==> src/exec_in_place_regs.vh <==
// Constants for the execute-in-place mode control of a serial flash.
// Included by exec_in_place_ctrl.v; holds definitions only.
`ifndef EXEC_IN_PLACE_REGS_VH
`define EXEC_IN_PLACE_REGS_VH

// Protocol codes on the PROTOCOL port
`define PROTO_EXT          2'h0
`define PROTO_DUAL         2'h1
`define PROTO_QUAD         2'h2

// Command codes
`define CMD_RESET_ENABLE   8'h66
`define CMD_RESET_MEMORY   8'h99
`define CMD_FAST_READ      8'h0B
`define CMD_FAST_READ_DO   8'h3B
`define CMD_FAST_READ_DIO  8'hBB
`define CMD_FAST_READ_QO   8'h6B
`define CMD_FAST_READ_QIO  8'hEB

// Nonvolatile boot field [11:9]; all ones means normal boot
`define NV_BOOT_OFF        3'h7

// Last clock index of command and address phases per protocol
`define CMD_LAST_EXT       5'h07
`define CMD_LAST_DUAL      5'h03
`define CMD_LAST_QUAD      5'h01
`define ADDR_LAST_EXT      5'h17
`define ADDR_LAST_DUAL     5'h0B
`define ADDR_LAST_QUAD     5'h05

// Output enable masks per protocol
`define OE_EXT             4'h2
`define OE_DUAL            4'h3
`define OE_QUAD            4'hF

// Synchroniser reset value and dummy count offset
`define SYNC_RESET         7'h42
`define DUMMY_MIN          4'h1

`endif

==> src/exec_in_place_ctrl.v <==
// Execute-in-place mode control of a serial NOR flash, device side.
// Assumes the serial clock, chip select, data lines and reset pin come
// from outside the CLK domain, and the array answers ARRAY_DATA for
// ARRAY_ADDR within one CLK cycle.
`timescale 1ns/10ps
`default_nettype none
`include "exec_in_place_regs.vh"

module exec_in_place_ctrl (
	// System
	input  wire        CLK,
	input  wire        RST_N,
	// Serial link pins
	input  wire        SCK,
	input  wire        CS_N,
	input  wire [3:0]  DATA_IN,
	output reg  [3:0]  DATA_OUT,
	output reg  [3:0]  DATA_OE,
	input  wire        RESET_PIN_N,
	// Configuration
	input  wire [1:0]  PROTOCOL,
	input  wire [3:0]  DUMMY_CYCLES,
	input  wire        BASIC_VARIANT,
	input  wire        RESET_PIN_EN,
	input  wire [2:0]  NV_BOOT_MODE,
	input  wire        VCR_WR,
	input  wire        VCR_WDATA,
	// Array side
	input  wire [7:0]  ARRAY_DATA,
	output reg  [23:0] ARRAY_ADDR,
	// Status
	output reg         EXEC_IN_PLACE_MODE,
	output reg         VCR_ENABLE_BIT,
	output reg         READ_ACTIVE,
	output reg         RESET_PULSE
);

	// Frame phases. A frame outside the mode runs command, address,
	// dummy and data; a frame inside the mode skips the command phase.
	// Commands that carry no confirm bit park in the skip phase until
	// deselect, so only the reset pair is tracked for them.
	// The host may cut a frame at any point: deselect always returns the
	// sequencer to idle and drops the output enables, whatever the phase.
	//
	// Known limitation: a frame that ends before the first dummy clock
	// leaves the mode flag untouched, which is what recovery relies on
	// being different from a full frame with the confirm bit high.
	localparam S_IDLE  = 3'h0;
	localparam S_CMD   = 3'h1;
	localparam S_ADDR  = 3'h2;
	localparam S_DUMMY = 3'h3;
	localparam S_DATA  = 3'h4;
	localparam S_SKIP  = 3'h5;


	// Pin synchronisers, edge history and frame state.
	// The link clock is sampled, not used as a clock, so its half period
	// must span at least three CLK cycles for every edge to be seen.
	// Stage one of the synchroniser may go metastable; only stage two
	// is read by any logic below.
	reg  [6:0]  sync1_reg;
	reg  [6:0]  sync2_reg;
	reg         sck_prev_reg;
	reg         cs_prev_reg;
	reg  [2:0]  state_reg;
	reg  [1:0]  proto_reg;
	reg  [4:0]  cnt_reg;
	reg  [3:0]  dum_last_reg;
	reg  [23:0] in_reg;
	reg  [7:0]  out_sh_reg;
	reg  [2:0]  bcnt_reg;
	reg  [7:0]  cmd_reg;
	reg         cmd_whole_reg;
	reg         rst_en_reg;
	reg         load_cfg_reg;


	// Per-protocol decode, purely combinational from the latched protocol.
	// Latching the protocol at select keeps one frame on one lane width
	// even if the configuration port changes in mid-frame.
	reg  [4:0]  cmd_last;
	reg  [4:0]  addr_last;
	reg  [3:0]  oe_mask;
	reg  [23:0] shift_next;
	reg  [7:0]  cur_byte;
	reg  [7:0]  out_next;
	reg  [3:0]  lanes_out;
	reg  [2:0]  step;

	wire        sck_s    = sync2_reg[0];
	wire        cs_s     = sync2_reg[1];
	wire [3:0]  din_s    = sync2_reg[5:2];
	wire        rstpin_s = sync2_reg[6];
	wire        sck_rise = sck_s & ~sck_prev_reg;
	wire        sck_fall = ~sck_s & sck_prev_reg;
	wire        cs_fall  = ~cs_s & cs_prev_reg;
	wire        cs_rise  = cs_s & ~cs_prev_reg;
	// In quad the pin only acts while deselected
	wire        hw_rst   = RESET_PIN_EN & ~rstpin_s &
		((proto_reg != `PROTO_QUAD) | cs_s);

	// Fast read family, the only commands that carry a confirm bit.
	// Any other code sends the frame to the skip phase.
	function is_fast;
		input [7:0] code;
		begin
			is_fast = (code == `CMD_FAST_READ) || (code == `CMD_FAST_READ_DO) ||
				(code == `CMD_FAST_READ_DIO) || (code == `CMD_FAST_READ_QO) ||
				(code == `CMD_FAST_READ_QIO);
		end
	endfunction

	// Two-stage synchronisers; only stage two is looked at by logic
	always @(posedge CLK) begin
		if (!RST_N) begin
			sync1_reg    <= `SYNC_RESET;
			sync2_reg    <= `SYNC_RESET;
			sck_prev_reg <= 1'b0;
			cs_prev_reg  <= 1'b1;
		end else begin
			sync1_reg    <= {RESET_PIN_N, DATA_IN, CS_N, SCK};
			sync2_reg    <= sync1_reg;
			sck_prev_reg <= sck_s;
			cs_prev_reg  <= cs_s;
		end
	end

	// Lane width decode: shift-in, shift-out and phase lengths
	always @* begin
		cur_byte = (bcnt_reg == 3'h0) ? ARRAY_DATA : out_sh_reg;
		case (proto_reg)
			`PROTO_EXT: begin
				cmd_last   = `CMD_LAST_EXT;
				addr_last  = `ADDR_LAST_EXT;
				oe_mask    = `OE_EXT;
				step       = 3'h1;
				shift_next = {in_reg[22:0], din_s[0]};
				lanes_out  = {2'b00, cur_byte[7], 1'b0};
				out_next   = {cur_byte[6:0], 1'b0};
			end
			`PROTO_DUAL: begin
				cmd_last   = `CMD_LAST_DUAL;
				addr_last  = `ADDR_LAST_DUAL;
				oe_mask    = `OE_DUAL;
				step       = 3'h2;
				shift_next = {in_reg[21:0], din_s[1:0]};
				lanes_out  = {2'b00, cur_byte[7:6]};
				out_next   = {cur_byte[5:0], 2'b00};
			end
			default: begin
				cmd_last   = `CMD_LAST_QUAD;
				addr_last  = `ADDR_LAST_QUAD;
				oe_mask    = `OE_QUAD;
				step       = 3'h4;
				shift_next = {in_reg[19:0], din_s[3:0]};
				lanes_out  = cur_byte[7:4];
				out_next   = {cur_byte[3:0], 4'h0};
			end
		endcase
	end

	// Frame sequencer and mode flag; later assignments take priority,
	// so a hardware confirm event wins over a same-cycle VCR write
	always @(posedge CLK) begin
		if (!RST_N) begin
			state_reg          <= S_IDLE;
			proto_reg          <= `PROTO_EXT;
			cnt_reg            <= 5'h00;
			dum_last_reg       <= 4'h0;
			in_reg             <= 24'h000000;
			out_sh_reg         <= 8'h00;
			bcnt_reg           <= 3'h0;
			cmd_reg            <= 8'h00;
			cmd_whole_reg      <= 1'b0;
			rst_en_reg         <= 1'b0;
			load_cfg_reg       <= 1'b1;
			DATA_OUT           <= 4'h0;
			DATA_OE            <= 4'h0;
			ARRAY_ADDR         <= 24'h000000;
			EXEC_IN_PLACE_MODE <= 1'b0;
			VCR_ENABLE_BIT     <= 1'b1;
			READ_ACTIVE        <= 1'b0;
			RESET_PULSE        <= 1'b0;
		end else begin
			RESET_PULSE <= 1'b0;
			if (VCR_WR)
				VCR_ENABLE_BIT <= VCR_WDATA;
			// Boot field is caught after RST_N release, and again each cycle while the reset pin acts
			if (load_cfg_reg) begin
				EXEC_IN_PLACE_MODE <= (NV_BOOT_MODE != `NV_BOOT_OFF);
				VCR_ENABLE_BIT     <= (NV_BOOT_MODE == `NV_BOOT_OFF);
				load_cfg_reg       <= 1'b0;
			end
			if (hw_rst) begin
				load_cfg_reg  <= 1'b1;
				state_reg     <= S_IDLE;
				DATA_OE       <= 4'h0;
				READ_ACTIVE   <= 1'b0;
				rst_en_reg    <= 1'b0;
				cmd_whole_reg <= 1'b0;
			end else if (cs_rise) begin
				state_reg     <= S_IDLE;
				DATA_OE       <= 4'h0;
				READ_ACTIVE   <= 1'b0;
				cmd_whole_reg <= 1'b0;
				// Reset takes effect only at the deselect of the 99 frame
				if (cmd_whole_reg && (cmd_reg == `CMD_RESET_MEMORY) && rst_en_reg) begin
					load_cfg_reg <= 1'b1;
					RESET_PULSE  <= 1'b1;
					rst_en_reg   <= 1'b0;
				end else
					rst_en_reg <= cmd_whole_reg && (cmd_reg == `CMD_RESET_ENABLE);
			end else if (cs_fall) begin
				proto_reg     <= PROTOCOL;
				dum_last_reg  <= (DUMMY_CYCLES == 4'h0) ? 4'h0 : DUMMY_CYCLES - `DUMMY_MIN;
				cnt_reg       <= 5'h00;
				cmd_whole_reg <= 1'b0;
				// Mode flag survives deselect, so frames start at address
				state_reg     <= EXEC_IN_PLACE_MODE ? S_ADDR : S_CMD;
			end else if (sck_rise) begin
				case (state_reg)
					S_CMD: begin
						in_reg  <= shift_next;
						cnt_reg <= cnt_reg + 5'h01;
						if (cnt_reg == cmd_last) begin
							cmd_reg       <= shift_next[7:0];
							cmd_whole_reg <= 1'b1;
							cnt_reg       <= 5'h00;
							state_reg     <= is_fast(shift_next[7:0]) ? S_ADDR : S_SKIP;
						end
					end
					S_ADDR: begin
						in_reg  <= shift_next;
						cnt_reg <= cnt_reg + 5'h01;
						if (cnt_reg == addr_last) begin
							ARRAY_ADDR <= shift_next;
							cnt_reg    <= 5'h00;
							state_reg  <= S_DUMMY;
						end
					end
					S_DUMMY: begin
						cnt_reg <= cnt_reg + 5'h01;
						// Only line zero counts; the other lanes are don't care
						if (cnt_reg == 5'h00) begin
							if (!din_s[0]) begin
								if (EXEC_IN_PLACE_MODE || BASIC_VARIANT || !VCR_ENABLE_BIT)
									EXEC_IN_PLACE_MODE <= 1'b1;
							end else if (EXEC_IN_PLACE_MODE) begin
								// Host recovery lands here: all-ones address, then confirm
								EXEC_IN_PLACE_MODE <= 1'b0;
								VCR_ENABLE_BIT     <= 1'b1;
							end
						end
						if (cnt_reg == {1'b0, dum_last_reg}) begin
							cnt_reg   <= 5'h00;
							bcnt_reg  <= 3'h0;
							state_reg <= S_DATA;
						end
					end
					S_DATA, S_SKIP, S_IDLE: begin
						cnt_reg <= cnt_reg;
					end
					default: begin
						state_reg <= S_IDLE;
					end
				endcase
			end else if (sck_fall && (state_reg == S_DATA)) begin
				// Drive on falling edge so the host samples a settled value
				DATA_OUT    <= lanes_out;
				DATA_OE     <= oe_mask;
				READ_ACTIVE <= 1'b1;
				out_sh_reg  <= out_next;
				bcnt_reg    <= bcnt_reg + step;
				if (bcnt_reg == 3'h0)
					ARRAY_ADDR <= ARRAY_ADDR + 24'h000001;
			end
		end
	end

endmodule // exec_in_place_ctrl
`default_nettype wire

==> config.mk <==
export PLATFORM = sky130hd
export DESIGN_NAME = exec_in_place_ctrl
export DESIGN_NICKNAME = d
export VERILOG_FILES = /design/src/exec_in_place_ctrl.v
export VERILOG_INCLUDE_DIRS = /design/src /design/src/src
export SDC_FILE = /design/constraint.sdc
export NUM_CORES = 1
export LEC_CHECK = 0
export BUFFER_PORTS_ARGS = -buffer_cell sky130_fd_sc_hd__buf_2
export CORE_MARGIN = 10
export CORE_UTILIZATION = 55
export DETAILED_ROUTE_END_ITERATION = 16
export PLACE_DENSITY_LB_ADDON = 0.2
export SLEW_MARGIN = 5
export SYNTH_ARGS = -nofsm -noshare
export SYNTH_HDL_FRONTEND = slang
export SYNTH_SLANG_ARGS = --single-unit
==> constraint.sdc <==
create_clock -name CLK -period 3.3 [get_ports CLK]
set_input_delay 0.66 -clock CLK [delete_from_list [all_inputs] [get_ports CLK]]
set_output_delay 0.66 -clock CLK [all_outputs]
set_load 0.01 [all_outputs]
==> results of run 1 <==
metrics by stage:
| stage | utilization, % | power, mW | hold WS, ps | area [um^2] |
|---|---|---|---|---|
| CTS | 62.6 | 2.41 | 430 | 6520 |
| global route | 62.6 | 2.49 | 463 | 6520 |
| global placement | 60.5 | 1.52 | 397 | 6300 |
| finish | 62.6 | 2.39 | 433 | 6520 |
| floorplan | - | 1.47 | 386 | 5920 |
| detailed placement | 60.5 | 1.52 | 409 | 6300 |
path summary, 6_finish.rpt:
check	start	end	cells past startpoint
setup / recovery	proto_reg[1]	ARRAY_ADDR[1]	7
hold / removal	sync1_reg[6]	sync2_reg[6]	1
setup reg to reg	proto_reg[1]	ARRAY_ADDR[1]	7
hold reg to reg	sync1_reg[6]	sync2_reg[6]	1
report_power, final:
group	switching, mW	total [mW]	internal [mW]	leakage [nW]
Combinational	0.0988	0.161	0.0619	1.48
Sequential	0.0130	1.33	1.32	0.875
Clock	0.455	0.902	0.448	0.107
Total	0.566	2.39	1.83	2.46
routing by layer:
metal	global-route usage, %	vias to the layer above	share of wire [%]
met5	0	-	0
met4	6.91	0	1.4
met3	4.71	16	5.7
met2	32.5	140	49
met1	24.2	2544	44
li1	-	2676	-
layout by cell type, fill, tap and decap left out, types with 13 or more instances in the layout:
cell | Yosys | layout
mux2i_1 | 44 | 44
o21ai_0 | 42 | 42
nor2_1 | 38 | 38
nand2_1 | 130 | 130
nand3_1 | 36 | 36
nand4_1 | 13 | 13
dfxtp_1 | 108 | 106
buf_4 | 3 | 15
buf_2 | 5 | 64
o31ai_1 | 13 | 13
nor2b_1 | 22 | 21
and2_1 | 23 | 23
a21oi_1 | 40 | 40
cells in the mapped netlist (all sizes together), types with 13 or more instances:
cell / number
o211ai: 13
nand2: 130
o21ai: 51
nor2: 38
and2: 24
mux2i: 44
o31ai: 13
nand3: 37
dfxtp: 108
nand4: 13
clkbuf: 33
nor2b: 22
buf: 17
a21boi: 23
a21oi: 41
logic make-up (layout without fill, tap and decap cells):
logic type / count (synthesis) / in the layout / synth area share [%]
adder cells (fa/ha/maj): 7 / 7 / 1.61
AND/OR/NAND/NOR: 317 / 317 / 26.5
flip-flops: 108 / 108 / 36.5
multiplexers: 45 / 45 / 7.63
buffers and inverters: 62 / 107 / 4.74
XOR/XNOR: 11 / 11 / 1.63
AO/OA/AOI/OAI: 182 / 182 / 21.3
area by class of cell:
type | count | area (um^2) | area share (%)
Clock buffer | 12 | 145 | 2.23
Clock inverter | 4 | 72.6 | 1.11
Inverter | 12 | 45.0 | 0.691
Multi-Input combinational cell | 562 | 3490 | 53.5
Sequential cell | 108 | 2160 | 33.2
Tap cell | 136 | 170 | 2.61
Timing Repair Buffer | 79 | 433 | 6.64
critical path: stages, from the launching register on:
cell	delay (ps)
dfxtp_2	510
or3b_4	460
a211oi_4	430
and2_4	250
a32o_2	420
buf_4	250
o211ai_4	80
a21boi_2	130
==> impl_results.md, run 1 <==
* I/O pin count at 66
* Final Skew at 7.37 ps
* Core Box Area at 0.0104 mm^2
* First-pass DRT Iterations at 5
* Total negative setup slack at 0 ps
* Area contributors post-synth: dfxtp_1, nand2_1, mux2i_1
* Starting Density at 56.8%
* Unique masters post-synth at 70
* Worst setup margin at 714 ps
* Critical-path maximum fanout at 19
* Crit path DAT at 2920 ps
* Fillcell total at 967
* FP Rows at 37
* Tcrit/Tclk final at 78.4%
* Syn nets at 769
* Synth top area share at 36.5%
* Post-synthesis cell count at 732
* Clk slew on worst S/H paths at 100 ps
* Leakage power at 2.46 nW
* Largest net degree at the start of global routing at 55
* Vias in the first global route at 5,170
* VDD IR-drop max at 308 uV
* Clock Latency Late Sink at 400 ps
* Asr flop ratio synth at 0%
* Max-slew violation count at 0
* Startpoint types: flop
* Synthesized flop and latch total at 108
* EDFF count, synth at 0
* Post-Syn Area at 0.00592 mm^2
* Final hold vios at 0
* First-pass GRT wire length at 24.6 mm
* Inserted Diodes at 0
* Die area at 0.0153 mm^2
* Routability cong. at 0.858
* Max_slew headroom at 39.5%
* Hold_buf cts at 0
* Dpl ws at 759 ps
* RSZ-0062 raised after global routing: false
* Starting DRT DRC Count at 449
* Final #Nets at 809
* Total number of vias at 5,376
* PortBufs at 65
* Root Buffer: clkbuf_8
* R2R Setup Slk at 710 ps
* CTS Buf Count at 9
* Crit end category: flop
* Sink Count at 108
* Die X at 124 um
* Worst-Margin Slew at 899 ps
* Placed Cells incl. Taps at 897
* Drt drc at 0
* Total congestion overflow at 0
* Worst hold path class: reg2reg
* Sequential share of the synthesized area at 36.5%
* Post-CTS Setup Inserts at 0
* Post-cts resize count at 0
* Fraction of layout instances using a drive strength above 1 at 15.7%
* Avg Synthesized Cell Area at 8.08 um^2
* Area grow syn2layout at 10.2%
* Ys Warns at 0
* Global-route usage over all layers at 19.6%
* Status: finished, final reports clean
* Height of the die at 124 um
* DRT Wirelength at 14.7 mm
* Drt via density at 5.89
* Final ANT Viol Nets at 0
* Clock Path Buffers at 2
* Tmin final at 2590 ps
* Prevailing post-synth register cell: dfxtp_1
* Worst setup path category: reg2reg
* Detailed placement HPWL at 10.4 mm
* TritonCTS clock tree: built
* Initial antenna violation count at 0
* WL/cell at 16.1 um
* H-tree levels at 3
* Count of non-filler cells in the finished layout at 913
* Worst Path Required at 3640 ps
* Max FFs per register at 24
* MaxCap Viol Count at 0
* Fmax at 387 MHz
* Yosys top cell by area: dfxtp_1
* Final setup violation count at 0
* Power Density at 367 mW/mm^2
Power figures use the tool's default switching activity.
==> inputs of run 2 (changes only) <==
--- a/config.mk
+++ b/config.mk
@@ -6,9 +6,10 @@
 export SDC_FILE = /design/constraint.sdc
 export NUM_CORES = 1
 export LEC_CHECK = 0
+export ABC_AREA = 1
 export BUFFER_PORTS_ARGS = -buffer_cell sky130_fd_sc_hd__buf_2
 export CORE_MARGIN = 10
-export CORE_UTILIZATION = 55
+export CORE_UTILIZATION = 53
 export DETAILED_ROUTE_END_ITERATION = 16
 export PLACE_DENSITY_LB_ADDON = 0.2
 export SLEW_MARGIN = 5
==> constraint.sdc (replaced) <==
create_clock -name CLK -period 2.2 [get_ports CLK]
set_input_delay 0.44 -clock CLK [delete_from_list [all_inputs] [get_ports CLK]]
set_output_delay 0.44 -clock CLK [all_outputs]
set_load 0.01 [all_outputs]
==> impl_results.md, run 2 <==
* Hold_buf cts at 0 (unchanged)
* Final #Nets at 987 (+22%)
* Worst hold path class: in2reg
* Starting Density at 54.6% (-2.3 points)
* TritonCTS clock tree: built
* Starting DRT DRC Count at 611 (+36%)
* Worst setup path category: reg2reg
* Startpoint types: flop
* Routability cong. at 0.935 (+9.0%)
* Post-Syn Area at 0.00597 mm^2 (+0.82%)
* Final hold vios at 0 (unchanged)
* Crit end category: flop
* Final Skew at 7.53 ps (+0.166 ps)
* Drt via density at 5.40 (-8.3%)
* Height of the die at 126 um (+1.9%)
* Inserted Diodes at 0 (unchanged)
* Final ANT Viol Nets at 0 (unchanged)
* Total congestion overflow at 0 (unchanged)
* First-pass DRT Iterations at 6 (+1)
* Die X at 126 um (+1.9%)
* Leakage power at 2.99 nW (+21%)
* Die area at 0.0159 mm^2 (+3.9%)
* EDFF count, synth at 0 (unchanged)
* PortBufs at 65 (unchanged)
* Largest net degree at the start of global routing at 62 (+13%)
* Prevailing post-synth register cell: dfxtp_1
* Yosys top cell by area: dfxtp_1
* H-tree levels at 3 (unchanged)
* Most frequent cells in the layout: nand2_1, nor2_1, dfxtp_1
* Root Buffer: clkbuf_16
* Tcrit/Tclk final at 91.0% (+13 points)
* Power Density at 627 mW/mm^2 (+71%)
* Crit path DAT at 2300 ps (-620 ps)
* Post-synthesis cell count at 888 (+21%)
* Clk slew on worst S/H paths at 80 ps (-20 ps)
* Max FFs per register at 24 (unchanged)
* VDD IR-drop max at 408 uV (+32%)
* Worst-Margin Slew at 572 ps (-327 ps)
* Synth top area share at 36.2% (-0.30 points)
* Tmin final at 2000 ps (-583 ps)
* FP Rows at 38 (+2.7%)
* Drt drc at 0 (unchanged)
* Post-cts resize count at 0 (unchanged)
* Critical-path maximum fanout at 17 (-2)
* Core Box Area at 0.0109 mm^2 (+5.0%)
* Sequential share of the synthesized area at 36.2% (-0.30 points)
* Clock Latency Late Sink at 360 ps (-40 ps)
* Max-slew violation count at 0 (unchanged)
* Total power at 4.23 mW (+77%)
* DRT Wirelength at 15.8 mm (+7.6%)
* Total number of vias at 5,914 (+10%)
* Syn nets at 925 (+20%)
* Ys Warns at 0 (unchanged)
* RSZ-0062 raised after global routing: false
* I/O pin count at 66 (unchanged)
* Most common cell in the synthesized netlist: nand2_1
* Avg Synthesized Cell Area at 6.72 um^2 (-17%)
* Area grow syn2layout at 13.2%
* Area contributors post-synth: dfxtp_1, nand2_1, nor2_1
* Synthesized flop and latch total at 108 (unchanged)
* Vias in the first global route at 5,469 (+5.8%)
* WL/cell at 14.4 um (-10%)
* Commonest non-fill, non-tap cell in the layout: nand2_1
* Initial antenna violation count at 0 (unchanged)
* Total negative setup slack at 0 ps (unchanged)
* Post-CTS Setup Inserts at 0 (unchanged)
* First-pass GRT wire length at 26.7 mm (+8.7%)
* Worst Path Required at 2490 ps (-1150 ps)
* Fraction of layout instances using a drive strength above 1 at 15.9% (+0.21 points)
* Max_slew headroom at 61.9% (+22 points)
* CTS Buf Count at 9 (unchanged)
* Global-route usage over all layers at 19.5% (-0.023 points)
* Status: finished, final reports clean
* MaxCap Viol Count at 0 (unchanged)
* Most frequent cells after synthesis: nand2_1, nor2_1, dfxtp_1
* Final setup violation count at 0 (unchanged)
* Clock Path Buffers at 2 (unchanged)
* Unique masters post-synth at 50 (-29%)
* Detailed placement HPWL at 11.4 mm (+9.4%)
* Asr flop ratio synth at 0% (unchanged)
* Fmax at 499 MHz (+29%)
* Sink Count at 108 (unchanged)
## run 2: cell count changes in the layout (fill, tap and decap cells not counted), sizes merged, moves of 24 or more
cell	before	now
and2	24	0
mux2i	44	2
a21oi	41	70
o21ai	51	77
nand2	130	227
nor2	38	124
inv	12	107
## run 2: metal layers
layer	vias to the layer above	global-route usage [%]	part of all wire [%]
met5	-	0	0
met4	0	5.76	1.5
met3	18	3.90	6.9
met2	209	29.7	44
met1	2677	27.3	47
li1	3010	-	-
## run 2: path summary, 6_finish.rpt
kind	start	slack, ps	endpoint	depth (start not counted)
worst max-delay path	proto_reg[0]	200	state_reg[0]	13
worst min-delay path	DATA_IN[0]	260	sync1_reg[2]	3
worst max register to register	proto_reg[0]	200	state_reg[0]	13
worst min register to register	sync1_reg[6]	420	sync2_reg[6]	1
## run 2: cell families (layout without fill, tap and decap cells)
logic type | after synthesis | count (layout) | share of synthesized area [%]
AND/OR/NAND/NOR | 438 | 438 | 32.0
XOR/XNOR | 8 | 8 | 1.17
AO/OA/AOI/OAI | 183 | 183 | 18.1
multiplexers | 2 | 2 | 0.336
buffers and inverters | 142 | 209 | 10.6
adder cells (fa/ha/maj) | 7 | 7 | 1.59
flip-flops | 108 | 108 | 36.2
## run 2: power by group
part / switching [mW] / total (mW) / internal (mW)
registers: 0.0444 / 2.04 / 2.00
clock network: 0.845 / 1.77 / 0.927
logic: 0.275 / 0.420 / 0.146
total: 1.16 / 4.23 / 3.07
## run 2: through the flow
| step | instance area (um^2) | worst slack, ps | std cells | util (%) | hold slack (ps) |
|---|---|---|---|---|---|
| final | 6750 | 197 | 1095 | 61.7 | 259 |
| after global placement | 6430 | 218 | 1079 | 58.8 | 395 |
| after global routing | 6750 | 89.6 | 1095 | 61.7 | 267 |
| after floorplan | 5970 | 48.1 | 888 | - | 390 |
| after detailed placement | 6430 | 234 | 1079 | 58.8 | 398 |
| after CTS | 6750 | 212 | 1095 | 61.7 | 255 |
## run 2: critical path, stage by stage (launching register included)
cell	delay [ps]
dfxtp_1	540
nor2_2	130
buf_4	220
nand2_1	70
nand3_1	130
nor2_1	200
inv_1	70
nand2_1	80
nand2_1	60
nand2_1	120
nand2_1	80
nand2_1	70
nand2_1	50
a21oi_1	130
## run 2: cell type report
class	instances	area, um^2
timing repair buffer	90	526
clock inverter	7	97.6
fill	1064	4180
clock buffer	9	225
tap	140	175
inverter	103	394
sequential	108	2160
multi-input combinational	638	3170
==> inputs of run 3 (changes only) <==
--- a/config.mk
+++ b/config.mk
@@ -11,7 +11,7 @@
 export CORE_MARGIN = 10
 export CORE_UTILIZATION = 53
 export DETAILED_ROUTE_END_ITERATION = 16
-export PLACE_DENSITY_LB_ADDON = 0.2
+export PLACE_DENSITY_LB_ADDON = 0.1
 export SLEW_MARGIN = 5
 export SYNTH_ARGS = -nofsm -noshare
 export SYNTH_HDL_FRONTEND = slang
==> impl_results.md, run 3 (synthesis results as in run 2) <==
* Detailed placement HPWL at 11.9 mm (+4.4%)
* Final #Nets at 983 (-0.41%)
* Worst setup path category: reg2reg
* Dpl ws at 243 ps (+8.89 ps)
* Dpl cell area at 0.00638 mm^2 (-0.66%)
* Final hold vios at 0 (unchanged)
* RSZ-0062 raised after global routing: false
* Clock Path Buffers at 2 (unchanged)
* Fraction of layout instances using a drive strength above 1 at 15.6% (-0.35 points)
* Fmax at 507 MHz (+1.5%)
* Seq. cell area at 0.00216 mm^2 (unchanged)
* WL/cell at 14.8 um (+2.8%)
* Commonest non-fill, non-tap cell in the layout: nand2_1
* Worst Path Required at 2450 ps (-40 ps)
* First-pass DRT Iterations at 5 (-1)
* TritonCTS clock tree: built
* Met1 Use GR at 25.7% (-1.6 points)
* Tmin final at 1970 ps (-29.1 ps)
* Status: finished, final reports clean
* Max_slew headroom at 57.1% (-4.7 points)
* Area grow syn2layout at 11.8%
* Core Box Area at 0.0109 mm^2 (unchanged)
* Final ANT Viol Nets at 0 (unchanged)
* Clk slew on worst S/H paths at 70 ps (about the same)
* Largest net degree at the start of global routing at 68 (+9.7%)
* Final setup violation count at 0 (unchanged)
* MaxCap Viol Count at 0 (unchanged)
* First-pass GRT wire length at 26.7 mm (about the same)
* Worst hold path class: in2reg
* GR Util met3 at 4.66% (+0.76 points)
* R2R Setup Slk at 230 ps (+30 ps)
* Multi-input logic area at 0.00317 mm^2 (unchanged)
* Inserted Diodes at 0 (unchanged)
* Worst Reg2Reg Path Length in Cells at 10 (-3)
* Critical R2R Launch: sync2_reg[1]
* RR Endpoint: ARRAY_ADDR[10]
* Starting Density at 54.6% (unchanged)
* Sink Count at 108 (unchanged)
* DRT Wirelength at 16.2 mm (+2.4%)
* Startpoint types: flop
* Final instance area at 0.00667 mm^2 (-1.2%)
* Clock Latency Late Sink at 360 ps (about the same)
* Post-CTS Setup Inserts at 0 (unchanged)
* Max-slew violation count at 0 (unchanged)
* Hold path start: DATA_IN[1]
* Met2 usage at 31.8% (+2.1 points)
* Height of the die at 126 um (unchanged)
* Worst-Margin Slew at 643 ps (+70.8 ps)
* Drt drc at 0 (unchanged)
* Crit end category: flop
* Initial antenna violation count at 0 (unchanged)
* Global-route usage over all layers at 19.9% (+0.36 points)
* Most frequent cells in the layout: nand2_1, nor2_1, dfxtp_1
* Crit path DAT at 2230 ps (-70 ps)
* Drt via density at 5.43 (+0.57%)
* CTS Buf Count at 9 (unchanged)
* Total negative setup slack at 0 ps (unchanged)
* Fillcell total at 1,027 (-3.5%)
* Final Skew at 8.20 ps (+0.668 ps)
* VDD IR-drop max at 499 uV (+22%)
* Power Density at 606 mW/mm^2 (-3.4%)
* FP Rows at 38 (unchanged)
* GR peak layer: met2
* Biggest cell delay along the critical path at 340 ps (-200 ps)
* Root Buffer: clkbuf_16
* I/O pin count at 66 (unchanged)
* Routability cong. at 0.951 (+1.6%)
* Hold depth at 3 (unchanged)
* H-tree levels at 3 (unchanged)
* Total congestion overflow at 0 (unchanged)
* Worst setup margin at 226 ps (+29.1 ps)
* CP Cell Sequence: inv_1 > ha_1 > inv_1 > nand2_4 > nor2_2 > nand2_4 > inv_4 > nand2_1 > o21ai_0 > nor2_1
* Total number of vias at 5,926 (+0.20%)
* Critical path's slowest cell: dfxtp_1
* Hold EP: sync1_reg[3]
* Starting DRT DRC Count at 494 (-19%)
* Critical-path maximum fanout at 24 (+7)
* Die area at 0.0159 mm^2 (unchanged)
* Die X at 126 um (unchanged)
* Tcrit/Tclk final at 89.7% (-1.3 points)
* Total power at 4.04 mW (-4.6%)
* Leakage power at 2.94 nW (-1.4%)
* Vias in the first global route at 5,545 (+1.4%)
* PortBufs at 65 (unchanged)
* Max FFs per register at 24 (unchanged)
-- run 3: cell count changes in the layout (fill, tap and decap cells not counted), sizes merged --
cell / before / now
bufinv: 1 / 0
buf: 90 / 86
clkinv: 2 / 4
inv: 107 / 106
-- run 3: cell type report --
cell class	count	share of cell area [%]
sequential	108	32.4
multi-input combinational	638	47.6
clock buffer	9	3.38
tap	140	2.63
timing repair buffer	86	7.24
inverter	103	5.91
clock inverter	7	0.844
-- run 3: power breakdown --
part | internal [mW] | switching, mW | total, mW | leakage, nW
logic | 0.141 | 0.277 | 0.418 | 1.92
registers | 2.00 | 0.0442 | 2.04 | 0.876
clock network | 0.788 | 0.791 | 1.58 | 0.142
total | 2.93 | 1.11 | 4.04 | 2.94
-- run 3: metal layers --
layer | vias to the layer above | part of all wire (%)
li1 | 3004 | -
met1 | 2683 | 44
met2 | 217 | 46
met3 | 22 | 7.7
met4 | 0 | 1.8
met5 | - | 0
-- run 3: worst max-delay path: cells and delay by family, from the launching register on --
kind                       cells  cell delay [ps]
buffers and inverters          3              580
AOI/OAI and AO/OA              1              170
DFF                            1              340
and+or+nand+nor                5              520
adders and majority gates      1              260
-- run 3: how the worst max path moves through the flow --
stage | startpoint | endpoint | slack [ps] | cells after the start
6_report | sync2_reg[1] | ARRAY_ADDR[10] | 230 | 10
3_3_place_gp | ARRAY_ADDR[0] | ARRAY_ADDR[12] | 280 | 11
4_1_cts | sync2_reg[1] | ARRAY_ADDR[10] | 220 | 10
3_5_place_dp | sync2_reg[1] | ARRAY_ADDR[10] | 240 | 10
5_1_grt | proto_reg[0] | state_reg[0] | 20 | 13
2_1_floorplan | proto_reg[0] | bcnt_reg[2] | 50 | 11
-- run 3: what timing repair did --
item                                   4_1_cts  5_1_grt
hold buffers                                 0        0
setup endpoints to repair                    0        2
endpoints found under the hold margin        0        0
gates resized for setup                      0        1
-- run 3: metrics by stage --
step           std cells  hold WS, ps  util [%]
6_report            1091          259      61.0
5_1_grt             1091          253      61.0
4_1_cts             1091          252      60.9
3_5_place_dp        1075          404      58.4
3_3_place_gp        1075          392      58.4
2_1_floorplan        888          390         -
